`src/mar_pkg.sv`:
```
// Shared constants for the ack and retransmission control block.
// Assumes a 32-bit Wishbone register bus and one clock domain.
package mar_pkg;

    // Register byte offsets
    localparam logic [7:0] MAR_CFG_OFS   = 8'h00;
    localparam logic [7:0] MAR_WAIT_OFS  = 8'h04;
    localparam logic [7:0] MAR_LIFE_OFS  = 8'h08;
    localparam logic [7:0] MAR_STAT_OFS  = 8'h0C;
    localparam logic [7:0] MAR_MASK_OFS  = 8'h10;
    localparam logic [7:0] MAR_STATE_OFS = 8'h14;

    // Configuration fields
    localparam int MAR_RETRY_LSB = 0;
    localparam int MAR_RETRY_W   = 3;
    localparam int MAR_MODE_LSB  = 4;
    localparam int MAR_MODE_W    = 2;

    // Reset values
    localparam logic [31:0] MAR_CFG_RST  = 32'h0000_0003;
    localparam logic [31:0] MAR_WAIT_RST = 32'h0000_0040;
    localparam logic [31:0] MAR_LIFE_RST = 32'h0000_1000;

    // Status and mask bits
    localparam int MAR_ST_OK   = 0;
    localparam int MAR_ST_FAIL = 1;
    localparam int MAR_ST_ACK  = 2;
    localparam int MAR_ST_LIFE = 3;
    localparam int MAR_ST_W    = 4;

    // State readback fields
    localparam int MAR_SR_SEQ_LSB   = 0;
    localparam int MAR_SR_OST_LSB   = 8;
    localparam int MAR_SR_RETRY_LSB = 12;
    localparam int MAR_SR_PEND_BIT  = 16;
    localparam int MAR_SR_BUSY_BIT  = 17;

    // Timing, in optical clocks, and the optical clock divider
    localparam int MAR_TURN_OCLK    = 12;
    localparam int MAR_BACKOFF_OCLK = 20;
    localparam int MAR_OCLK_DIV     = 4;
    localparam int MAR_CNT_W        = 16;

    typedef enum logic [1:0] {
        MAR_FT_BEACON = 2'b00,
        MAR_FT_DATA   = 2'b01,
        MAR_FT_ACK    = 2'b10,
        MAR_FT_CMD    = 2'b11
    } mar_ftype_t;

    typedef enum logic [1:0] {
        MAR_MD_NOBEACON = 2'b00,
        MAR_MD_CONT     = 2'b01,
        MAR_MD_FREE     = 2'b10
    } mar_mode_t;

    typedef enum logic [2:0] {
        O_IDLE  = 3'b000,
        O_SEND  = 3'b001,
        O_BUSY  = 3'b010,
        O_WAIT  = 3'b011,
        O_DEFER = 3'b100,
        O_HOLD  = 3'b101
    } mar_ost_t;

endpackage

```
`src/mar_ctrl.sv`:
```
// Ack request marking, ack wait, retransmission and ack generation.
// Assumes framer, PHY side and Wishbone master all run on clk_in.
//
// Overview of operation
// - Beacon and ack frames always go out with ack request clear.
// - Broadcast frames go out with ack request clear.
// - No ack for frames without ack request; sender reports success.
// - Ack for a good frame carries that frame's sequence number.
// - Outside contention period, ack starts exactly one turnaround after frame end.
// - In contention period, ack starts at a slot bound after turnaround, or at turnaround plus one backoff.
// - Sender waits at most the ack wait limit for the ack.
// - Matching ack in time means success, no more retries.
// - Timeout or wrong sequence number fails the attempt.
// - Failed indirect frame stays queued until a new data request.
// - Queued frame resent with its original sequence number.
// - Failed direct frame retried up to retry limit, same sequence.
// - Retry starts only if it fits the current superframe portion.
// - After one plus retry limit failures, failure is reported.
// - Ack wait timer starts at send end, stops on matching ack.
// - Acknowledged transfer reports success upward.
// - Queued frame dropped with failure once its lifetime ends.
`timescale 1ns/100ps
module mar_ctrl
    import mar_pkg::*;
#(
    parameter int OCLK_DIV     = MAR_OCLK_DIV,
    parameter int TURN_OCLK    = MAR_TURN_OCLK,
    parameter int BACKOFF_OCLK = MAR_BACKOFF_OCLK
) (
    // Clock and reset
    input  wire logic        clk_in,
    input  wire logic        rst_in,
    // Wishbone slave
    input  wire logic        wb_cyc_in,
    input  wire logic        wb_stb_in,
    input  wire logic        wb_we_in,
    input  wire logic [7:0]  wb_adr_in,
    input  wire logic [3:0]  wb_sel_in,
    input  wire logic [31:0] wb_dat_in,
    output logic      [31:0] wb_dat_out,
    output logic             wb_ack_out,
    output logic             irq_out,
    // Frame request from higher layer
    input  wire logic        req_valid_in,
    input  wire logic [1:0]  req_type_in,
    input  wire logic [7:0]  req_seq_in,
    input  wire logic        req_ack_in,
    input  wire logic        req_bcast_in,
    input  wire logic        req_indirect_in,
    output logic             req_ready_out,
    // Superframe and queue events
    input  wire logic        fit_in,
    input  wire logic        slot_bound_in,
    input  wire logic        data_req_in,
    // Received frame summary
    input  wire logic        rx_end_in,
    input  wire logic [1:0]  rx_type_in,
    input  wire logic [7:0]  rx_seq_in,
    input  wire logic        rx_ack_req_in,
    input  wire logic        rx_bcast_in,
    // Transmit to framer
    output logic             tx_start_out,
    output logic      [1:0]  tx_type_out,
    output logic      [7:0]  tx_seq_out,
    output logic             tx_ack_req_out,
    output logic             tx_bcast_out,
    input  wire logic        tx_done_in,
    // Confirmation to higher layer
    output logic             conf_valid_out,
    output logic             conf_ok_out,
    output logic      [7:0]  conf_seq_out
);

    localparam logic [MAR_CNT_W-1:0] TURN_CNT = MAR_CNT_W'(TURN_OCLK);
    localparam logic [MAR_CNT_W-1:0] TURN_END = MAR_CNT_W'(TURN_OCLK + BACKOFF_OCLK);

    logic [31:0]          cfg_reg;
    logic [31:0]          wait_reg;
    logic [31:0]          life_reg;
    logic [MAR_ST_W-1:0]  stat_reg;
    logic [MAR_ST_W-1:0]  mask_reg;
    logic [MAR_ST_W-1:0]  stat_set;
    logic [31:0]          rd_data;
    logic [31:0]          wmask;
    mar_ost_t             ost_reg;
    logic [7:0]           seq_reg;
    logic [1:0]           type_reg;
    logic                 areq_reg;
    logic                 bcast_reg;
    logic                 ind_reg;
    logic                 gone_reg;
    logic [MAR_RETRY_W-1:0] retry_reg;
    logic                 ack_pend_reg;
    logic [7:0]           ack_seq_reg;
    logic                 tx_busy_reg;
    logic                 tick;
    logic [MAR_CNT_W-1:0] wait_cnt;
    logic [MAR_CNT_W-1:0] life_cnt;
    logic [MAR_CNT_W-1:0] turn_cnt;
    logic                 wait_exp;
    logic                 life_exp;
    logic                 turn_exp;
    logic                 bus_req;
    logic                 bus_wr;
    logic                 rd_clr;
    logic                 accept;
    logic                 areq_calc;
    logic                 ack_rx;
    logic                 att_ok;
    logic                 att_fail;
    logic                 fin_ok;
    logic                 fin_fail;
    logic                 orig_go;
    logic                 ack_go;
    logic                 rx_ack_need;
    logic                 cont_mode;
    logic [MAR_RETRY_W-1:0] retry_lim;

    assign retry_lim = cfg_reg[MAR_RETRY_LSB +: MAR_RETRY_W];
    assign cont_mode = (cfg_reg[MAR_MODE_LSB +: MAR_MODE_W] == MAR_MD_CONT);

    // Optical clock and the three interval timers
    mar_tick_div #(.DIV(OCLK_DIV)) u_div (
        .clk_in   (clk_in),
        .rst_in   (rst_in),
        .tick_out (tick)
    );

    mar_timer #(.W(MAR_CNT_W)) u_wait (
        .clk_in     (clk_in),
        .rst_in     (rst_in),
        .tick_in    (tick),
        .start_in   (ost_reg == O_BUSY && tx_done_in && areq_reg),
        .stop_in    (att_ok),
        .limit_in   (wait_reg[MAR_CNT_W-1:0]),
        .count_out  (wait_cnt),
        .expire_out (wait_exp)
    );

    mar_timer #(.W(MAR_CNT_W)) u_life (
        .clk_in     (clk_in),
        .rst_in     (rst_in),
        .tick_in    (tick),
        .start_in   (accept && req_indirect_in),
        .stop_in    (fin_ok || fin_fail),
        .limit_in   (life_reg[MAR_CNT_W-1:0]),
        .count_out  (life_cnt),
        .expire_out (life_exp)
    );

    mar_timer #(.W(MAR_CNT_W)) u_turn (
        .clk_in     (clk_in),
        .rst_in     (rst_in),
        .tick_in    (tick),
        .start_in   (rx_ack_need),
        .stop_in    (ack_go),
        .limit_in   (TURN_END),
        .count_out  (turn_cnt),
        .expire_out (turn_exp)
    );

    // Originator decisions
    always_comb begin
        accept  = req_valid_in && req_ready_out;
        areq_calc = req_ack_in && !req_bcast_in &&
                  (req_type_in == MAR_FT_DATA || req_type_in == MAR_FT_CMD);
        ack_rx  = rx_end_in && (rx_type_in == MAR_FT_ACK);
        att_ok  = (ost_reg == O_WAIT) && ack_rx && (rx_seq_in == seq_reg);
        att_fail = (ost_reg == O_WAIT) && !att_ok &&
                   (wait_exp || ack_rx);
        fin_ok  = att_ok || (ost_reg == O_BUSY && tx_done_in && !areq_reg);
        fin_fail = (att_fail && !ind_reg && retry_reg == retry_lim) ||
                   (ost_reg == O_HOLD && (gone_reg || life_exp));
        orig_go = (ost_reg == O_SEND) && !tx_busy_reg && !ack_pend_reg;
    end

    // Recipient decisions
    always_comb begin
        rx_ack_need = rx_end_in && rx_ack_req_in && !rx_bcast_in &&
                      (rx_type_in == MAR_FT_DATA || rx_type_in == MAR_FT_CMD);
        if (cont_mode) begin
            ack_go = ack_pend_reg && !tx_busy_reg && turn_cnt >= TURN_CNT &&
                     (slot_bound_in || turn_cnt >= TURN_END);
        end else begin
            ack_go = ack_pend_reg && !tx_busy_reg && turn_cnt >= TURN_CNT;
        end
    end

    always_ff @(posedge clk_in or posedge rst_in) begin
        if (rst_in) begin
            ack_pend_reg <= 1'b0;
            ack_seq_reg  <= 8'h00;
        end else if (rx_ack_need) begin
            ack_pend_reg <= 1'b1;
            ack_seq_reg  <= rx_seq_in;
        end else if (ack_go) begin
            ack_pend_reg <= 1'b0;
        end
    end

    // Originator state machine
    always_ff @(posedge clk_in or posedge rst_in) begin
        if (rst_in) begin
            ost_reg        <= O_IDLE;
            seq_reg        <= 8'h00;
            type_reg       <= MAR_FT_DATA;
            areq_reg       <= 1'b0;
            bcast_reg      <= 1'b0;
            ind_reg        <= 1'b0;
            gone_reg       <= 1'b0;
            retry_reg      <= '0;
            conf_valid_out <= 1'b0;
            conf_ok_out    <= 1'b0;
            conf_seq_out   <= 8'h00;
        end else begin
            conf_valid_out <= fin_ok || fin_fail;
            if (fin_ok || fin_fail) begin
                conf_ok_out  <= fin_ok;
                conf_seq_out <= seq_reg;
            end
            if (life_exp) begin
                gone_reg <= 1'b1;
            end
            case (ost_reg)
                O_IDLE: begin
                    if (accept) begin
                        seq_reg   <= req_seq_in;
                        type_reg  <= req_type_in;
                        areq_reg  <= areq_calc;
                        bcast_reg <= req_bcast_in;
                        ind_reg   <= req_indirect_in;
                        gone_reg  <= 1'b0;
                        retry_reg <= '0;
                        ost_reg   <= req_indirect_in ? O_HOLD : O_SEND;
                    end
                end
                O_SEND: begin
                    if (orig_go) begin
                        ost_reg <= O_BUSY;
                    end
                end
                O_BUSY: begin
                    if (tx_done_in) begin
                        ost_reg <= areq_reg ? O_WAIT : O_IDLE;
                    end
                end
                O_WAIT: begin
                    if (fin_ok || fin_fail) begin
                        ost_reg <= O_IDLE;
                    end else if (att_fail && ind_reg) begin
                        ost_reg <= O_HOLD;
                    end else if (att_fail) begin
                        retry_reg <= retry_reg + 1'b1;
                        ost_reg   <= O_DEFER;
                    end
                end
                O_DEFER: begin
                    if (fit_in) begin
                        ost_reg <= O_SEND;
                    end
                end
                O_HOLD: begin
                    if (fin_fail) begin
                        ost_reg <= O_IDLE;
                    end else if (data_req_in) begin
                        ost_reg <= O_SEND;
                    end
                end
                default: begin
                    ost_reg <= O_IDLE;
                end
            endcase
        end
    end

    // Ready follows idle one cycle late and drops on the take
    always_ff @(posedge clk_in or posedge rst_in) begin
        if (rst_in) begin
            req_ready_out <= 1'b0;
        end else begin
            req_ready_out <= (ost_reg == O_IDLE) && !accept;
        end
    end

    // Transmit port, ack first so turnaround timing is kept
    always_ff @(posedge clk_in or posedge rst_in) begin
        if (rst_in) begin
            tx_start_out   <= 1'b0;
            tx_type_out    <= MAR_FT_DATA;
            tx_seq_out     <= 8'h00;
            tx_ack_req_out <= 1'b0;
            tx_bcast_out   <= 1'b0;
            tx_busy_reg    <= 1'b0;
        end else begin
            tx_start_out <= ack_go || orig_go;
            if (ack_go) begin
                tx_type_out    <= MAR_FT_ACK;
                tx_seq_out     <= ack_seq_reg;
                tx_ack_req_out <= 1'b0;
                tx_bcast_out   <= 1'b0;
                tx_busy_reg    <= 1'b1;
            end else if (orig_go) begin
                tx_type_out    <= type_reg;
                tx_seq_out     <= seq_reg;
                tx_ack_req_out <= areq_reg;
                tx_bcast_out   <= bcast_reg;
                tx_busy_reg    <= 1'b1;
            end else if (tx_done_in) begin
                tx_busy_reg    <= 1'b0;
            end
        end
    end

    // Wishbone slave: one wait state, write and read-clear on the acked edge
    assign bus_req = wb_cyc_in && wb_stb_in;
    assign bus_wr  = bus_req && wb_we_in && wb_ack_out;
    assign rd_clr  = bus_req && !wb_we_in && wb_ack_out && wb_adr_in == MAR_STAT_OFS;
    assign wmask   = {{8{wb_sel_in[3]}}, {8{wb_sel_in[2]}},
                      {8{wb_sel_in[1]}}, {8{wb_sel_in[0]}}};

    always_comb begin
        rd_data = 32'h0000_0000;
        case (wb_adr_in)
            MAR_CFG_OFS:   rd_data = cfg_reg;
            MAR_WAIT_OFS:  rd_data = wait_reg;
            MAR_LIFE_OFS:  rd_data = life_reg;
            MAR_STAT_OFS:  rd_data[MAR_ST_W-1:0] = stat_reg;
            MAR_MASK_OFS:  rd_data[MAR_ST_W-1:0] = mask_reg;
            MAR_STATE_OFS: begin
                rd_data[MAR_SR_SEQ_LSB +: 8]             = seq_reg;
                rd_data[MAR_SR_OST_LSB +: 3]             = ost_reg;
                rd_data[MAR_SR_RETRY_LSB +: MAR_RETRY_W] = retry_reg;
                rd_data[MAR_SR_PEND_BIT]                 = ack_pend_reg;
                rd_data[MAR_SR_BUSY_BIT]                 = tx_busy_reg;
            end
            default:       rd_data = 32'h0000_0000;
        endcase
    end

    always_ff @(posedge clk_in or posedge rst_in) begin
        if (rst_in) begin
            wb_ack_out <= 1'b0;
            wb_dat_out <= 32'h0000_0000;
        end else begin
            wb_ack_out <= bus_req && !wb_ack_out;
            if (bus_req && !wb_ack_out && !wb_we_in) begin
                wb_dat_out <= rd_data;
            end
        end
    end

    always_ff @(posedge clk_in or posedge rst_in) begin
        if (rst_in) begin
            cfg_reg  <= MAR_CFG_RST;
            wait_reg <= MAR_WAIT_RST;
            life_reg <= MAR_LIFE_RST;
            mask_reg <= '0;
        end else if (bus_wr) begin
            case (wb_adr_in)
                MAR_CFG_OFS:  cfg_reg  <= (cfg_reg & ~wmask) | (wb_dat_in & wmask);
                MAR_WAIT_OFS: wait_reg <= (wait_reg & ~wmask) | (wb_dat_in & wmask);
                MAR_LIFE_OFS: life_reg <= (life_reg & ~wmask) | (wb_dat_in & wmask);
                MAR_MASK_OFS: begin
                    if (wb_sel_in[0]) begin
                        mask_reg <= wb_dat_in[MAR_ST_W-1:0];
                    end
                end
                default: begin
                end
            endcase
        end
    end

    // Sticky status; only bits returned by the read are cleared
    always_comb begin
        stat_set              = '0;
        stat_set[MAR_ST_OK]   = conf_valid_out && conf_ok_out;
        stat_set[MAR_ST_FAIL] = conf_valid_out && !conf_ok_out;
        stat_set[MAR_ST_ACK]  = tx_start_out && tx_type_out == MAR_FT_ACK;
        stat_set[MAR_ST_LIFE] = life_exp;
    end

    always_ff @(posedge clk_in or posedge rst_in) begin
        if (rst_in) begin
            stat_reg <= '0;
            irq_out  <= 1'b0;
        end else begin
            if (rd_clr) begin
                stat_reg <= (stat_reg & ~wb_dat_out[MAR_ST_W-1:0]) | stat_set;
            end else begin
                stat_reg <= stat_reg | stat_set;
            end
            irq_out <= |(stat_reg & mask_reg);
        end
    end
endmodule

```
`src/mar_tick_div.sv`:
```
// Optical clock enable divider.
// Assumes DIV of at least 1; the tick is one clk_in cycle wide.
`timescale 1ns/100ps
module mar_tick_div
    import mar_pkg::*;
#(
    parameter int DIV = MAR_OCLK_DIV
) (
    // Clock and reset
    input  wire logic clk_in,
    input  wire logic rst_in,
    // Enable pulse
    output logic      tick_out
);

    logic [15:0] cnt_reg;

    always_ff @(posedge clk_in or posedge rst_in) begin
        if (rst_in) begin
            cnt_reg  <= 16'h0000;
            tick_out <= 1'b0;
        end else begin
            tick_out <= (cnt_reg == 16'(DIV - 1));
            if (cnt_reg == 16'(DIV - 1)) begin
                cnt_reg <= 16'h0000;
            end else begin
                cnt_reg <= cnt_reg + 16'h0001;
            end
        end
    end

endmodule

```
`src/mar_timer.sv`:
```
// Optical clock interval timer with restart, stop and expiry pulse.
// Assumes tick_in is the optical clock enable; count holds at limit.
`timescale 1ns/100ps
module mar_timer #(
    parameter int W = 16
) (
    // Clock and reset
    input  wire logic         clk_in,
    input  wire logic         rst_in,
    // Control
    input  wire logic         tick_in,
    input  wire logic         start_in,
    input  wire logic         stop_in,
    input  wire logic [W-1:0] limit_in,
    // State
    output logic      [W-1:0] count_out,
    output logic              expire_out
);

    logic         run_reg;
    logic [W-1:0] cnt_next;

    assign cnt_next = count_out + W'(1);

    always_ff @(posedge clk_in or posedge rst_in) begin
        if (rst_in) begin
            count_out  <= '0;
            run_reg    <= 1'b0;
            expire_out <= 1'b0;
        end else begin
            expire_out <= 1'b0;
            if (start_in) begin
                count_out <= '0;
                run_reg   <= 1'b1;
            end else if (stop_in) begin
                count_out <= '0;
                run_reg   <= 1'b0;
            end else if (run_reg && tick_in) begin
                count_out <= cnt_next;
                if (cnt_next >= limit_in) begin
                    run_reg    <= 1'b0;
                    expire_out <= 1'b1;
                end
            end
        end
    end

endmodule

```
`config.mk`:
```
export PLATFORM = sky130hd
export DESIGN_NAME = mar_ctrl
export DESIGN_NICKNAME = d
export VERILOG_FILES = /design/src/mar_pkg.sv /design/src/mar_ctrl.sv /design/src/mar_tick_div.sv /design/src/mar_timer.sv
export SDC_FILE = /design/constraint.sdc
export NUM_CORES = 1
export LEC_CHECK = 0
export ABC_AREA = 1
export BUFFER_PORTS_ARGS = -buffer_cell sky130_fd_sc_hd__buf_4
export CAP_MARGIN = 20
export CORE_ASPECT_RATIO = 0.5
export CORE_UTILIZATION = 55
export DETAILED_ROUTE_END_ITERATION = 7
export PLACE_DENSITY = 0.83
export SETUP_SLACK_MARGIN = 0.3
export SLEW_MARGIN = 30
export SYNTH_ARGS = -nofsm -noshare
export SYNTH_HDL_FRONTEND = slang
export SYNTH_SLANG_ARGS = --single-unit
export TNS_END_PERCENT = 10
```
`constraint.sdc`:
```
create_clock -name clk_in -period 9.32 [get_ports clk_in]
set_input_delay 1.398 -clock clk_in [delete_from_list [all_inputs] [get_ports clk_in]]
set_output_delay 1.398 -clock clk_in [all_outputs]
set_load 0.01 [all_outputs]
```
======== Word-level counts from Yosys, hierarchy flattened ========
Index checks and enable logic that the tools add are counted.
word-level totals
  register bits after elaboration ......... 262
  bits of input ports ..................... 80
  output and inout bits ................... 58
  logic and storage cells ................. 244
operators by class
  add/sub/neg operators ................... 5
  order comparisons ....................... 5
  equality and inequality tests ........... 29
  multiplexer cells ....................... 72
  bitwise logic cells ..................... 13
  reductions and logical operators ........ 82
operators with widths
  operator                                               number
  2-to-1 mux 16 bit                                      10
  AND 32 bit                                             4
  OR 32 bit                                              3
  adder 16 x 1 -> 16 bit (second input constant)         4
  2-to-1 mux 3 bit                                       14
  case mux 14 bit (3 select lines)                       1
  logical AND 1 bit                                      39
  2-to-1 mux 1 bit                                       33
  >= comparator 16 bit                                   2
  >= comparator 16 x 6 -> 1 bit (second input constant)  2
  inverter 32 bit                                        1
  case mux 7 bit (4 select lines)                        1
  case mux 4 bit (6 select lines)                        1
  nonzero test 3 bit                                     7
  case mux 3 bit (6 select lines)                        1
  equality test 16 x 2 -> 1 bit (second input constant)  1
  equality test 8 x 4 -> 1 bit (second input constant)   2
  equality test 8 x 5 -> 1 bit (second input constant)   2
  >= comparator 16 x 4 -> 1 bit (second input constant)  1
  2-to-1 mux 8 bit                                       2
  inequality test 2 bit (second input constant)          7
  AND reduction 2 bit                                    7
  case mux 3 bit (4 select lines)                        1
  logical NOT 1 bit                                      11
  other kinds (27)                                       49

======== Longest topological paths before layout ========
Gate-level depths: netlist (run 1).
  depth after elaboration ................. 13
  depth in mapped cells ................... 19
  depth with buffers taken out ............ 19

======== Modules after synthesis ========
From an unflattened synthesis (run 1), not the netlist that was laid out.
unflattened totals
  cell total of the unflattened synthesis .. 1778
  area, all modules ....................... 14004.7 um^2
by module, submodules not included
  module                   instances  cells each  area an instance (um^2)  sequential area each (um^2)
  mar_ctrl                 1          1019        8569.5                   4812.1
  mar_timer at u_life ...  2          214         1507.7                   450.4
  mar_timer at u_wait      1          215         1508.9                   450.4
  mar_tick_div             1          116         910.9                    425.4

======== Worst setup path before layout (run 1) ========
Ideal clock, no wire load.
  path type ............................... register to register
  from .................................... register u_wait.count_out[0]
  to ...................................... register u_wait.run_reg
  setup time .............................. 0.118 ns
  arrival time ............................ 2.574 ns
  data required time ...................... 9.202 ns
  slack ................................... 6.628 ns
  cell stages (with the launch flop) ...... 19
  path buffers ............................ 0
  clock period less this slack ............ 2.692 ns
  path through ............................ dfrtp_1 -> ha_1 -> nand3_1 -> nor3_1 -> nand4_1 -> nor2_1 -> nand2_1 -> o21ai_0 -> inv_1 -> ha_1 -> nand2_1 -> inv_1 -> nand3_1 -> nor3_1 -> nand3_1 -> nand3_1 -> nand2_1 -> nand3_1 -> nand2_1
on the way
  longest elaborated chain between the ends .. 4
RTL lines
  what                           line             RTL
  start: declaration             mar_timer.sv:16  output logic [W-1:0] count_out,
  start signal: assignment       mar_timer.sv:39  count_out <= cnt_next;
  adder 16 x 1 -> 16 bit         mar_timer.sv:23  assign cnt_next = count_out + W'(1);
  >= comparator 16 bit           mar_timer.sv:40  if (cnt_next >= limit_in) begin
  nonzero test 3 bit (no line)   --
  AND reduction 2 bit (no line)  --
  end signal: assignment         mar_timer.sv:28  run_reg <= 1'b0;
  end signal: assignment         mar_timer.sv:37  run_reg <= 1'b0;
  end signal: assignment         mar_timer.sv:41  run_reg <= 1'b0;
  end: declaration               mar_timer.sv:20  logic run_reg;
No other way between the ends.
A chain may end at the register's enable or synchronous reset.

==> results.yml, run 1 <==
outcome:
  status: "finished, final reports clean"
synth:
  yosysSeqAreaShare_pct: 50.69
  synth.distinct_cells: 40
  synth_top_family_by_area: "simple AND/OR/NAND/NOR gates"
  ys_warn_count: 0
  synth_top_cell_by_area: "dfrtp_1"
  synth_edf_count: 0
  synthMuxAreaShare_pct: 0.07730
  ys_ff_latch: 262
  synth-main-ff-cell: "dfrtp_1"
  syn_area_mm2: 0.01295
  synthAdderAreaFrac_pct: 3.672
  synth-async-reset-ratio_pct: 100.0
  synthSimpleGateAreaFrac_pct: 22.27
  ys_top_cells_by_area: "dfrtp_1 49%, nand2_1 13%, o21ai_0 8.1%"
  avgSynthCellArea_um2: 8.103
  synth_top_area_share_pct: 49.47
  synth.net_count: 1716
  synth_compound_gate_area_share_pct: 12.72
  synthXorXnorAreaFrac_pct: 2.908
  synthCells: 1598
die:
  core-area_mm2: 0.02293
  io-pin-count: 138
  rows: 39
  die_h_um: 110.5
  die_x_um: 219.0
  die_area_mm2: 0.02420
  start_util_pct: 56.46
cells_and_area:
  antennaDiodeCount: 0
  layout.nets: 1844
  area_growth_pct: 16.07
  drive_above_1_share_pct: 12.04
critical_path:
  slowest_delay_ps: 750
  r2r_cells: 18
  r2r-end: "u_wait.run_reg"
  path_max_fanout: 20
  cpLargestDelayFamily: "simple AND/OR/NAND/NOR gates"
  cp_data_arrival_time_ps: 4030
  path_cells: "buf_4 > inv_1 > nand2_1 > nor3_1 > nand2_1 > inv_1 > nand3_1 > o21ai_0"
  startpoint: "wb_adr_in[0]"
  cp.depth: 8
  path_class: "in -> reg"
  crit_slowest_cell: "inv_1"
  cp.required_ps: 9740
  startpoint_type: "primary input"
  r2r-start: "u_wait.count_out[0]"
  crit_buf_inv: 3
  reg2reg_setup_slack_ps: 5770
  endpoint_kind: "flop"
detailed_routing:
  viasPerCell: 5.473
  ant_nets: 0
  vias: 11225
  firstDrtPassIters: 6
  finalWirelength_mm: 32.98
  wl_met1_mm: 14.52
  drt_iter0_markers: 1062
  wl_met2_mm: 15.01
  met3_length_mm: 2.313
  routedWlPerCell_um: 16.08
  top_layer_used: "met4"
  post-route-drc-count: 0
timing:
  setup_tns_ps: 0
  rsz0062_at_grt: "no"
  period_share_pct: 38.72
  finalMaxSlewViolations: 0
  timing.fmax_mhz: 277.1
  tightest_slew_ps: 788.3
  hold_violations: 0
  max-slew-margin-rel_pct: 47.45
  skew_ps: 12.80
  timing.final.crit_period_ps: 3608
  setup_viol: 0
grt:
  grt_pass1_wl_mm: 54.02
  track_usage_pct: 28.04
  grt_max_degree: 145
  overflow: 0
  antenna_found_initial: 0
  grt_pass1_vias: 10902
clock_tree:
  cts_buffers: 24
  cts_resized: 0
  post_cts_buffers: 0
  clock_sinks: 262
  htree_levels: 1
  clk_pin_slew_ps: 60
  clockBufferDepth: 3
  clkLatencyLatePin_ps: 530
  cts_tree: "yes"
  holdBufCountCts: 0
  cts_root_buffer: "clkbuf_16"
placed_design:
  dpl.hpwl_mm: 23.62
  gp_congestion: 0.9448
  port_buffers: 137
power:
  vdd_drop_max_mv: 0.1504
  p_leak_nw: 7.548
  power_mw: 3.207
  power_density_mw_per_mm2: 213.4
job:
  drv_cap: 0
worst_hold_path:
  min_path_type: "reg -> reg"
-- cell type report --
cell class / count / area (µm²)
clock buffer: 32 / 671.9
inverter: 217 / 827.0
fill: 1870 / 7905
sequential: 262 / 6564
tap: 307 / 384.1
clock inverter: 12 / 116.4
timing repair buffer: 143 / 1074
multi-input combinational: 1078 / 5393
-- layer usage --
layer	GRT usage [%]	vias up
met5	0	-
met4	9.630	0
met3	5.096	84
met2	43.99	376
met1	39.32	5335
li1	-	5430
-- worst min-delay path by stage --
stage / from / to / cells past startpoint
6_report: type_reg[0] / type_reg[0] / 2
5_1_grt: u_div.cnt_reg[15] / u_div.cnt_reg[15] / 1
4_1_cts: type_reg[0] / type_reg[0] / 2
3_5_place_dp: u_div.cnt_reg[15] / u_div.cnt_reg[15] / 1
3_3_place_gp: type_reg[0] / type_reg[0] / 2
2_1_floorplan: u_life.expire_out / stat_reg[3] / 1
-- per-stage QoR --
stage	instances	setup WS (ps)	hold slack, ps	utilization (%)	area [µm²]
finish	2051	5712	472.4	65.53	15030
detailed placement	2007	5182	464.6	62.07	14240
global route	2051	5336	500.0	65.53	15030
CTS	2051	5715	472.7	65.51	15020
global placement	2007	5333	450.6	62.07	14240
floorplan	1598	720.1	428.7	-	12950
-- worst register-to-register path: cells and delay by family, from the launching register on --
family                     cells  cell delay (ps)
DFF                            1              440
AOI/OAI and AO/OA              1              310
adders and majority gates      2              500
and+or+nand+nor               13             2040
buffers and inverters          2              140
-- power by group --
| group | leakage [nW] | internal, mW | switching (mW) | total (mW) |
|---|---|---|---|---|
| Clock | 0.398 | 0.566 | 0.440 | 1.01 |
| Combinational | 3.65 | 0.295 | 0.488 | 0.783 |
| Sequential | 3.50 | 1.29 | 0.124 | 1.42 |
| Total | 7.55 | 2.15 | 1.05 | 3.21 |
-- Yosys cell counts (all sizes together), types with 28 or more instances --
master	n
nand2	453
nor3	34
dfrtp	256
ha	38
a21oi	41
nand3	91
o22ai	32
xor2	41
o21ai	210
nor2	91
inv	216
clkbuf	28
-- cell families (layout without fill, tap and decap cells) --
| kind of cell | Yosys count | after routing |
|---|---|---|
| and+or+nand+nor | 689 | 689 |
| AOI/OAI and AO/OA | 307 | 307 |
| DFF | 262 | 262 |
| buffers and inverters | 258 | 404 |
| xor gates and xnor gates | 43 | 43 |
| adders and majority gates | 38 | 38 |
| muxes | 1 | 1 |
-- layout by cell type, fill, tap and decap left out, types with 2 or more instances in the layout --
cell,count
nand3_1,84
nor3_1,30
clkbuf_1,5
a21oi_1,41
nand3_2,6
buf_4,143
inv_2,4
dfstp_2,6
nand2_1,452
a221oi_1,4
nor3_2,4
ha_1,38
o22ai_1,32
nor3b_1,2
clkinv_2,9
nor2_1,88
inv_1,211
nor2_4,2
dfrtp_1,256
a41oi_1,2
clkbuf_8,2
o21ai_0,210
xnor2_1,2
nor4_1,3
bufinv_16,2
nand4_1,13
o211ai_1,12
xor2_1,41
clkbuf_16,25
o21bai_1,2
Power figures use the tool's default switching activity.
==> run 2: changes to the inputs <==
Settings changed: CORE_UTILIZATION 55 to 54, PLACE_DENSITY 0.83 to 0.85.
Clock period 9.32 ns to 3.19 ns, I/O delays scaled along.
==> results.yml, run 2 (synthesized netlist as in run 1, its figures left out) <==
grt:
  antenna_found_initial: 0
  grt_pass1_wl_mm: 54.93
  track_usage_pct: 27.57
  overflow: 0
  grt_pass1_vias: 11050
  grt_max_degree: 61
detailed_routing:
  vias: 11494
  finalWirelength_mm: 33.89
  ant_nets: 0
  post-route-drc-count: 0
  firstDrtPassIters: 5
  viasPerCell: 5.542
  routedWlPerCell_um: 16.34
  drt_iter0_markers: 1118
worst_hold_path:
  hold_start: "req_seq_in[0]"
  min_path_type: "in -> reg"
cells_and_area:
  drive_above_1_share_pct: 14.83
  area_growth_pct: 19.28
  antennaDiodeCount: 0
  final_cell_mix: "451 x nand2_1, 253 x dfrtp_1, 210 x inv_1"
  nFillCells: 1805
  layout.nets: 1868
  mostFrequentLayoutCell: "nand2_1"
  finalCoreUtilization_pct: 66.63
clock_tree:
  cts_buffers: 24
  clock_sinks: 262
  clkLatencyLatePin_ps: 540
  cts_tree: "yes"
  cts_root_buffer: "clkbuf_16"
  htree_levels: 1
  clk_pin_slew_ps: 70
  clockBufferDepth: 3
placed_design:
  port_buffers: 137
  dpl.hpwl_mm: 23.93
  gp_congestion: 0.9552
critical_path:
  endpoint_kind: "flop"
  cp.required_ps: 3610
  path_max_fanout: 4
  startpoint: "u_wait.count_out[0]"
  cp_data_arrival_time_ps: 3220
  path_class: "reg -> reg"
  r2r-start: "u_wait.count_out[0]"
  startpoint_type: "flop"
timing:
  period_share_pct: 87.77
  timing.final.crit_period_ps: 2800
  timing.fmax_mhz: 357.2
  rsz0062_at_grt: "yes"
  skew_ps: 13.04
  finalMaxSlewViolations: 0
  hold_violations: 0
  max-slew-margin-rel_pct: 43.69
  whs_ps: 150.1
  tightest_slew_ps: 843.7
  setup_viol: 0
die:
  core-area_mm2: 0.02318
  start_util_pct: 55.87
  rows: 39
  die_h_um: 111.5
  io-pin-count: 138
  die_area_mm2: 0.02464
  die_x_um: 221.0
job:
  drv_cap: 0
power:
  vdd_drop_max_mv: 0.3886
  p_leak_nw: 7.733
  power_mw: 9.657
  power_density_mw_per_mm2: 625.3
outcome:
  status: "finished, final reports clean"
==> run 2: changes by cell type in the layout (fill, tap and decap cells not counted), sizes merged <==
cell and delta:
buf +23, dlygate4sd3 +1, clkinv -6, inv -1, clkinvlp +6
==> run 2: path summary, 6_finish.rpt <==
check	slack (ps)	endpoint	cells after the start
worst max-delay path	390	u_wait.run_reg	18
worst max register to register	390	u_wait.run_reg	18
worst min-delay path	150	seq_reg[0]	3
worst min register to register	460	u_div.cnt_reg[0]	1
min in group asynchronous	490	stat_reg[0]	3
max in group asynchronous	1690	async pin	4
==> run 2: layout make-up <==
class	count	area (µm²)	share of cell area [%]
clock buffers	32	711.9	4.610
repair buffers	167	1269	8.215
multi-input cells	1078	5569	36.06
flip-flops and latches	262	6568	42.52
inverters	217	818.3	5.298
clock inverters	11	125.1	0.8101
well taps	307	384.1	2.487
==> run 2: worst max-delay path, stage by stage (launching register included) <==
cell and delay [ps]:
dfrtp_2 430, ha_4 170, nand3_4 80, nor3_4 230
nand4_1 190, nor2_1 180, nand2_1 100, o21ai_2 170
inv_2 60, ha_4 260, nand2_2 50, inv_1 70
nand3_2 90, nor3_2 210, nand3_1 120, nand3_2 80
nand2_1 70, nand3_2 60, nand2_1 60
==> run 2: through the flow <==
stage / TNS [ps] / worst slack, ps / instance area [µm²] / std cells
after global routing: 0 / 227.9 / 15440 / 2074
after global placement: 0 / 372.1 / 14350 / 2021
final: 0 / 390.1 / 15440 / 2074
after CTS: 0 / 298.1 / 15210 / 2065
after detailed placement: 0 / 238.1 / 14350 / 2021
after floorplan: -189220 / -739.1 / 12950 / 1598
==> run 2: where the power goes <==
part / switching [mW] / internal (mW) / total, mW / leakage [nW]
registers: 0.400 / 3.78 / 4.18 / 3.50
logic: 1.49 / 0.932 / 2.42 / 3.84
clock network: 1.31 / 1.74 / 3.05 / 0.397
==> run 2: metal layers <==
| layer | up-vias | track usage, % | share of wire (%) |
|---|---|---|---|
| met1 | 5519 | 38.30 | 44 |
| li1 | 5473 | - | - |
| met2 | 419 | 43.42 | 46 |
| met3 | 83 | 5.938 | 7.2 |
| met5 | - | 0 | 0 |
| met4 | 0 | 9.091 | 2.8 |
==> run 2: what timing repair did <==
| item | 4_1_cts | 5_1_grt |
|---|---|---|
| pin swaps | 0 | 13 |
| hold endpoints to repair | 7 | 0 |
| cloned | 0 | 0 |
| gates resized for setup | 2 | 36 |
| endpoints found under the setup margin | 3 | 4 |
| hold buffers | 1 | 0 |
| setup buffers | 0 | 9 |
==> run 3: changes to the inputs <==
==> constraint.sdc (replaced) <==
create_clock -name clk_in -period 2.5 [get_ports clk_in]
set_input_delay 0.5 -clock clk_in [delete_from_list [all_inputs] [get_ports clk_in]]
set_output_delay 0.5 -clock clk_in [all_outputs]
set_load 0.01 [all_outputs]
==> results.yml, run 3 (synthesized netlist as in run 1, its figures left out) <==
outcome:
  status: "complete, but fails checks"
  violations: "negative setup slack"
clock_tree:
  clk_pin_slew_ps: 70
  clock_sinks: 262
  clkLatencyLatePin_ps: 540
  cts_tree: "yes"
  cts_root_buffer: "clkbuf_16"
  htree_levels: 1
  cts_buffers: 23
  clockBufferDepth: 3
die:
  die_h_um: 111.5
  die_x_um: 221.0
  core-area_mm2: 0.02318
  die_area_mm2: 0.02464
  rows: 39
  start_util_pct: 55.87
  io-pin-count: 138
grt:
  overflow: 0
  grt_max_degree: 73
  antenna_found_initial: 0
  track_usage_pct: 28.32
  grt_pass1_wl_mm: 56.14
  grt_pass1_vias: 11050
timing:
  worst_slack_ps: -207.0
  timing.fmax_mhz: 369.4
  finalMaxSlewViolations: 0
  hold_violations: 0
  max-slew-margin-rel_pct: 51.88
  timing.final.crit_period_ps: 2707
  setup_viol: 4
  setup_tns_ps: -560.9
  rsz0062_at_grt: "yes"
  tightest_slew_ps: 715.8
  skew_ps: 22.20
  period_share_pct: 108.3
critical_path:
  cp.required_ps: 2900
  cpLargestDelayFamily: "simple AND/OR/NAND/NOR gates"
  startpoint_type: "flop"
  slowest_delay_ps: 370
  crit_buf_inv: 3
  path_class: "reg -> reg"
  cp_data_arrival_time_ps: 3110
  path_max_fanout: 4
  crit_slowest_cell: "dfrtp_1"
  path_cells: "ha_2 > nand3_2 > nor3_2 > buf_4 > nand4_1 > nor2_2 > nand2_2 > o21ai_2 > inv_1 > ha_1 > nand2_1 > inv_1 > nand3_2 > nor3_2 > nand3_1 > nand3_2 > nand2_1 > nand3_1 > nand2_1"
  endpoint_kind: "flop"
detailed_routing:
  post-route-drc-count: 0
  drt_iter0_markers: 1136
  routedWlPerCell_um: 16.44
  viasPerCell: 5.551
  firstDrtPassIters: 5
  vias: 11669
  finalWirelength_mm: 34.55
  ant_nets: 0
worst_hold_path:
  min_path_type: "in -> reg"
cells_and_area:
  mostFrequentLayoutCell: "nand2_1"
  drive_above_1_share_pct: 16.04
  final_cell_mix: "451 x nand2_1, 256 x dfrtp_1, 208 x inv_1, 208 x o21ai_0, 193 x buf_4"
  layout.nets: 1898
  area_growth_pct: 20.62
  nFillCells: 1772
  layoutNonFillerInstCount: 2102
  antennaDiodeCount: 0
power:
  p_leak_nw: 7.850
  vdd_drop_max_mv: 0.4618
  power_density_mw_per_mm2: 798.0
  power_mw: 12.46
placed_design:
  gp_congestion: 0.9236
  dp.cells: 2058
  dp_slack_ps: -302.9
  port_buffers: 137
  dpl.hpwl_mm: 24.62
job:
  drv_cap: 0
run 3: cell count changes in the layout (fill, tap and decap cells not counted), sizes merged:
cell / delta
buf: +31
clkbuf: -6
bufinv: +3
clkinvlp: -2
clkinv: +1
inv: +1
run 3: worst register-to-register path, stage by stage (launching register included):
cell,delay [ps]
dfrtp_1,370
ha_2,200
nand3_2,80
nor3_2,110
buf_4,150
nand4_1,120
nor2_2,180
nand2_2,80
o21ai_2,150
inv_1,60
ha_1,270
nand2_1,60
inv_1,60
nand3_2,70
nor3_2,200
nand3_1,140
nand3_2,110
nand2_1,50
nand3_1,70
nand2_1,60
run 3: path summary, 6_finish.rpt:
kind	startpoint	end	slack, ps	depth (start not counted)
worst min-delay path	tx_done_in	tx_busy_reg	170	2
worst min register to register	wb_ack_out	wb_ack_out	460	1
min in group asynchronous	rst_in	wb_dat_out[1]	540	3
max in group asynchronous	rst_in	async pin	1260	4
worst max register to register	u_wait.count_out[1]	u_wait.run_reg	-210	19
worst max-delay path	u_wait.count_out[1]	u_wait.run_reg	-210	19
run 3: power by group:
part | switching, mW | internal [mW]
combinational | 1.99 | 1.26
sequential | 0.481 | 4.82
clock | 1.64 | 2.27
total | 4.11 | 8.35
run 3: final cells by class:
class                   instances  area [µm²]  area share [%]
flip-flops and latches        262        6564           42.03
multi-input cells            1078        5497           35.19
repair buffers                198        1539           9.853
inverters                     217       818.3           5.239
clock buffers                  26       606.8           3.885
well taps                     307       384.1           2.459
clock inverters                14       210.2           1.346
run 3: per-layer routing:
| metal | GRT usage [%] | vias up | routed length (µm) |
|---|---|---|---|
| li1 | - | 5546 | - |
| met3 | 5.595 | 89 | 2519 |
| met5 | 0 | - | 0 |
| met1 | 38.92 | 5572 | 15010 |
| met2 | 45.80 | 462 | 15880 |
| met4 | 8.671 | 0 | 1134 |
run 3: per-stage QoR:
| step | util (%) | hold slack (ps) | cell area [µm²] |
|---|---|---|---|
| finish | 67.38 | 174.0 | 15620 |
| global route | 67.38 | 176.8 | 15620 |
| CTS | 66.97 | 159.2 | 15520 |
| detailed placement | 63.27 | 454.0 | 14670 |
| global placement | 63.27 | 447.8 | 14670 |
| floorplan | - | 428.7 | 12950 |
run 3: repair_timing:
action,4_1_cts,5_1_grt
hold buffers,1,0
endpoints found under the hold margin,8,0
buffers inserted,0,3
gates resized for setup,8,21
pin swaps,0,7
endpoints found under the setup margin,4,38
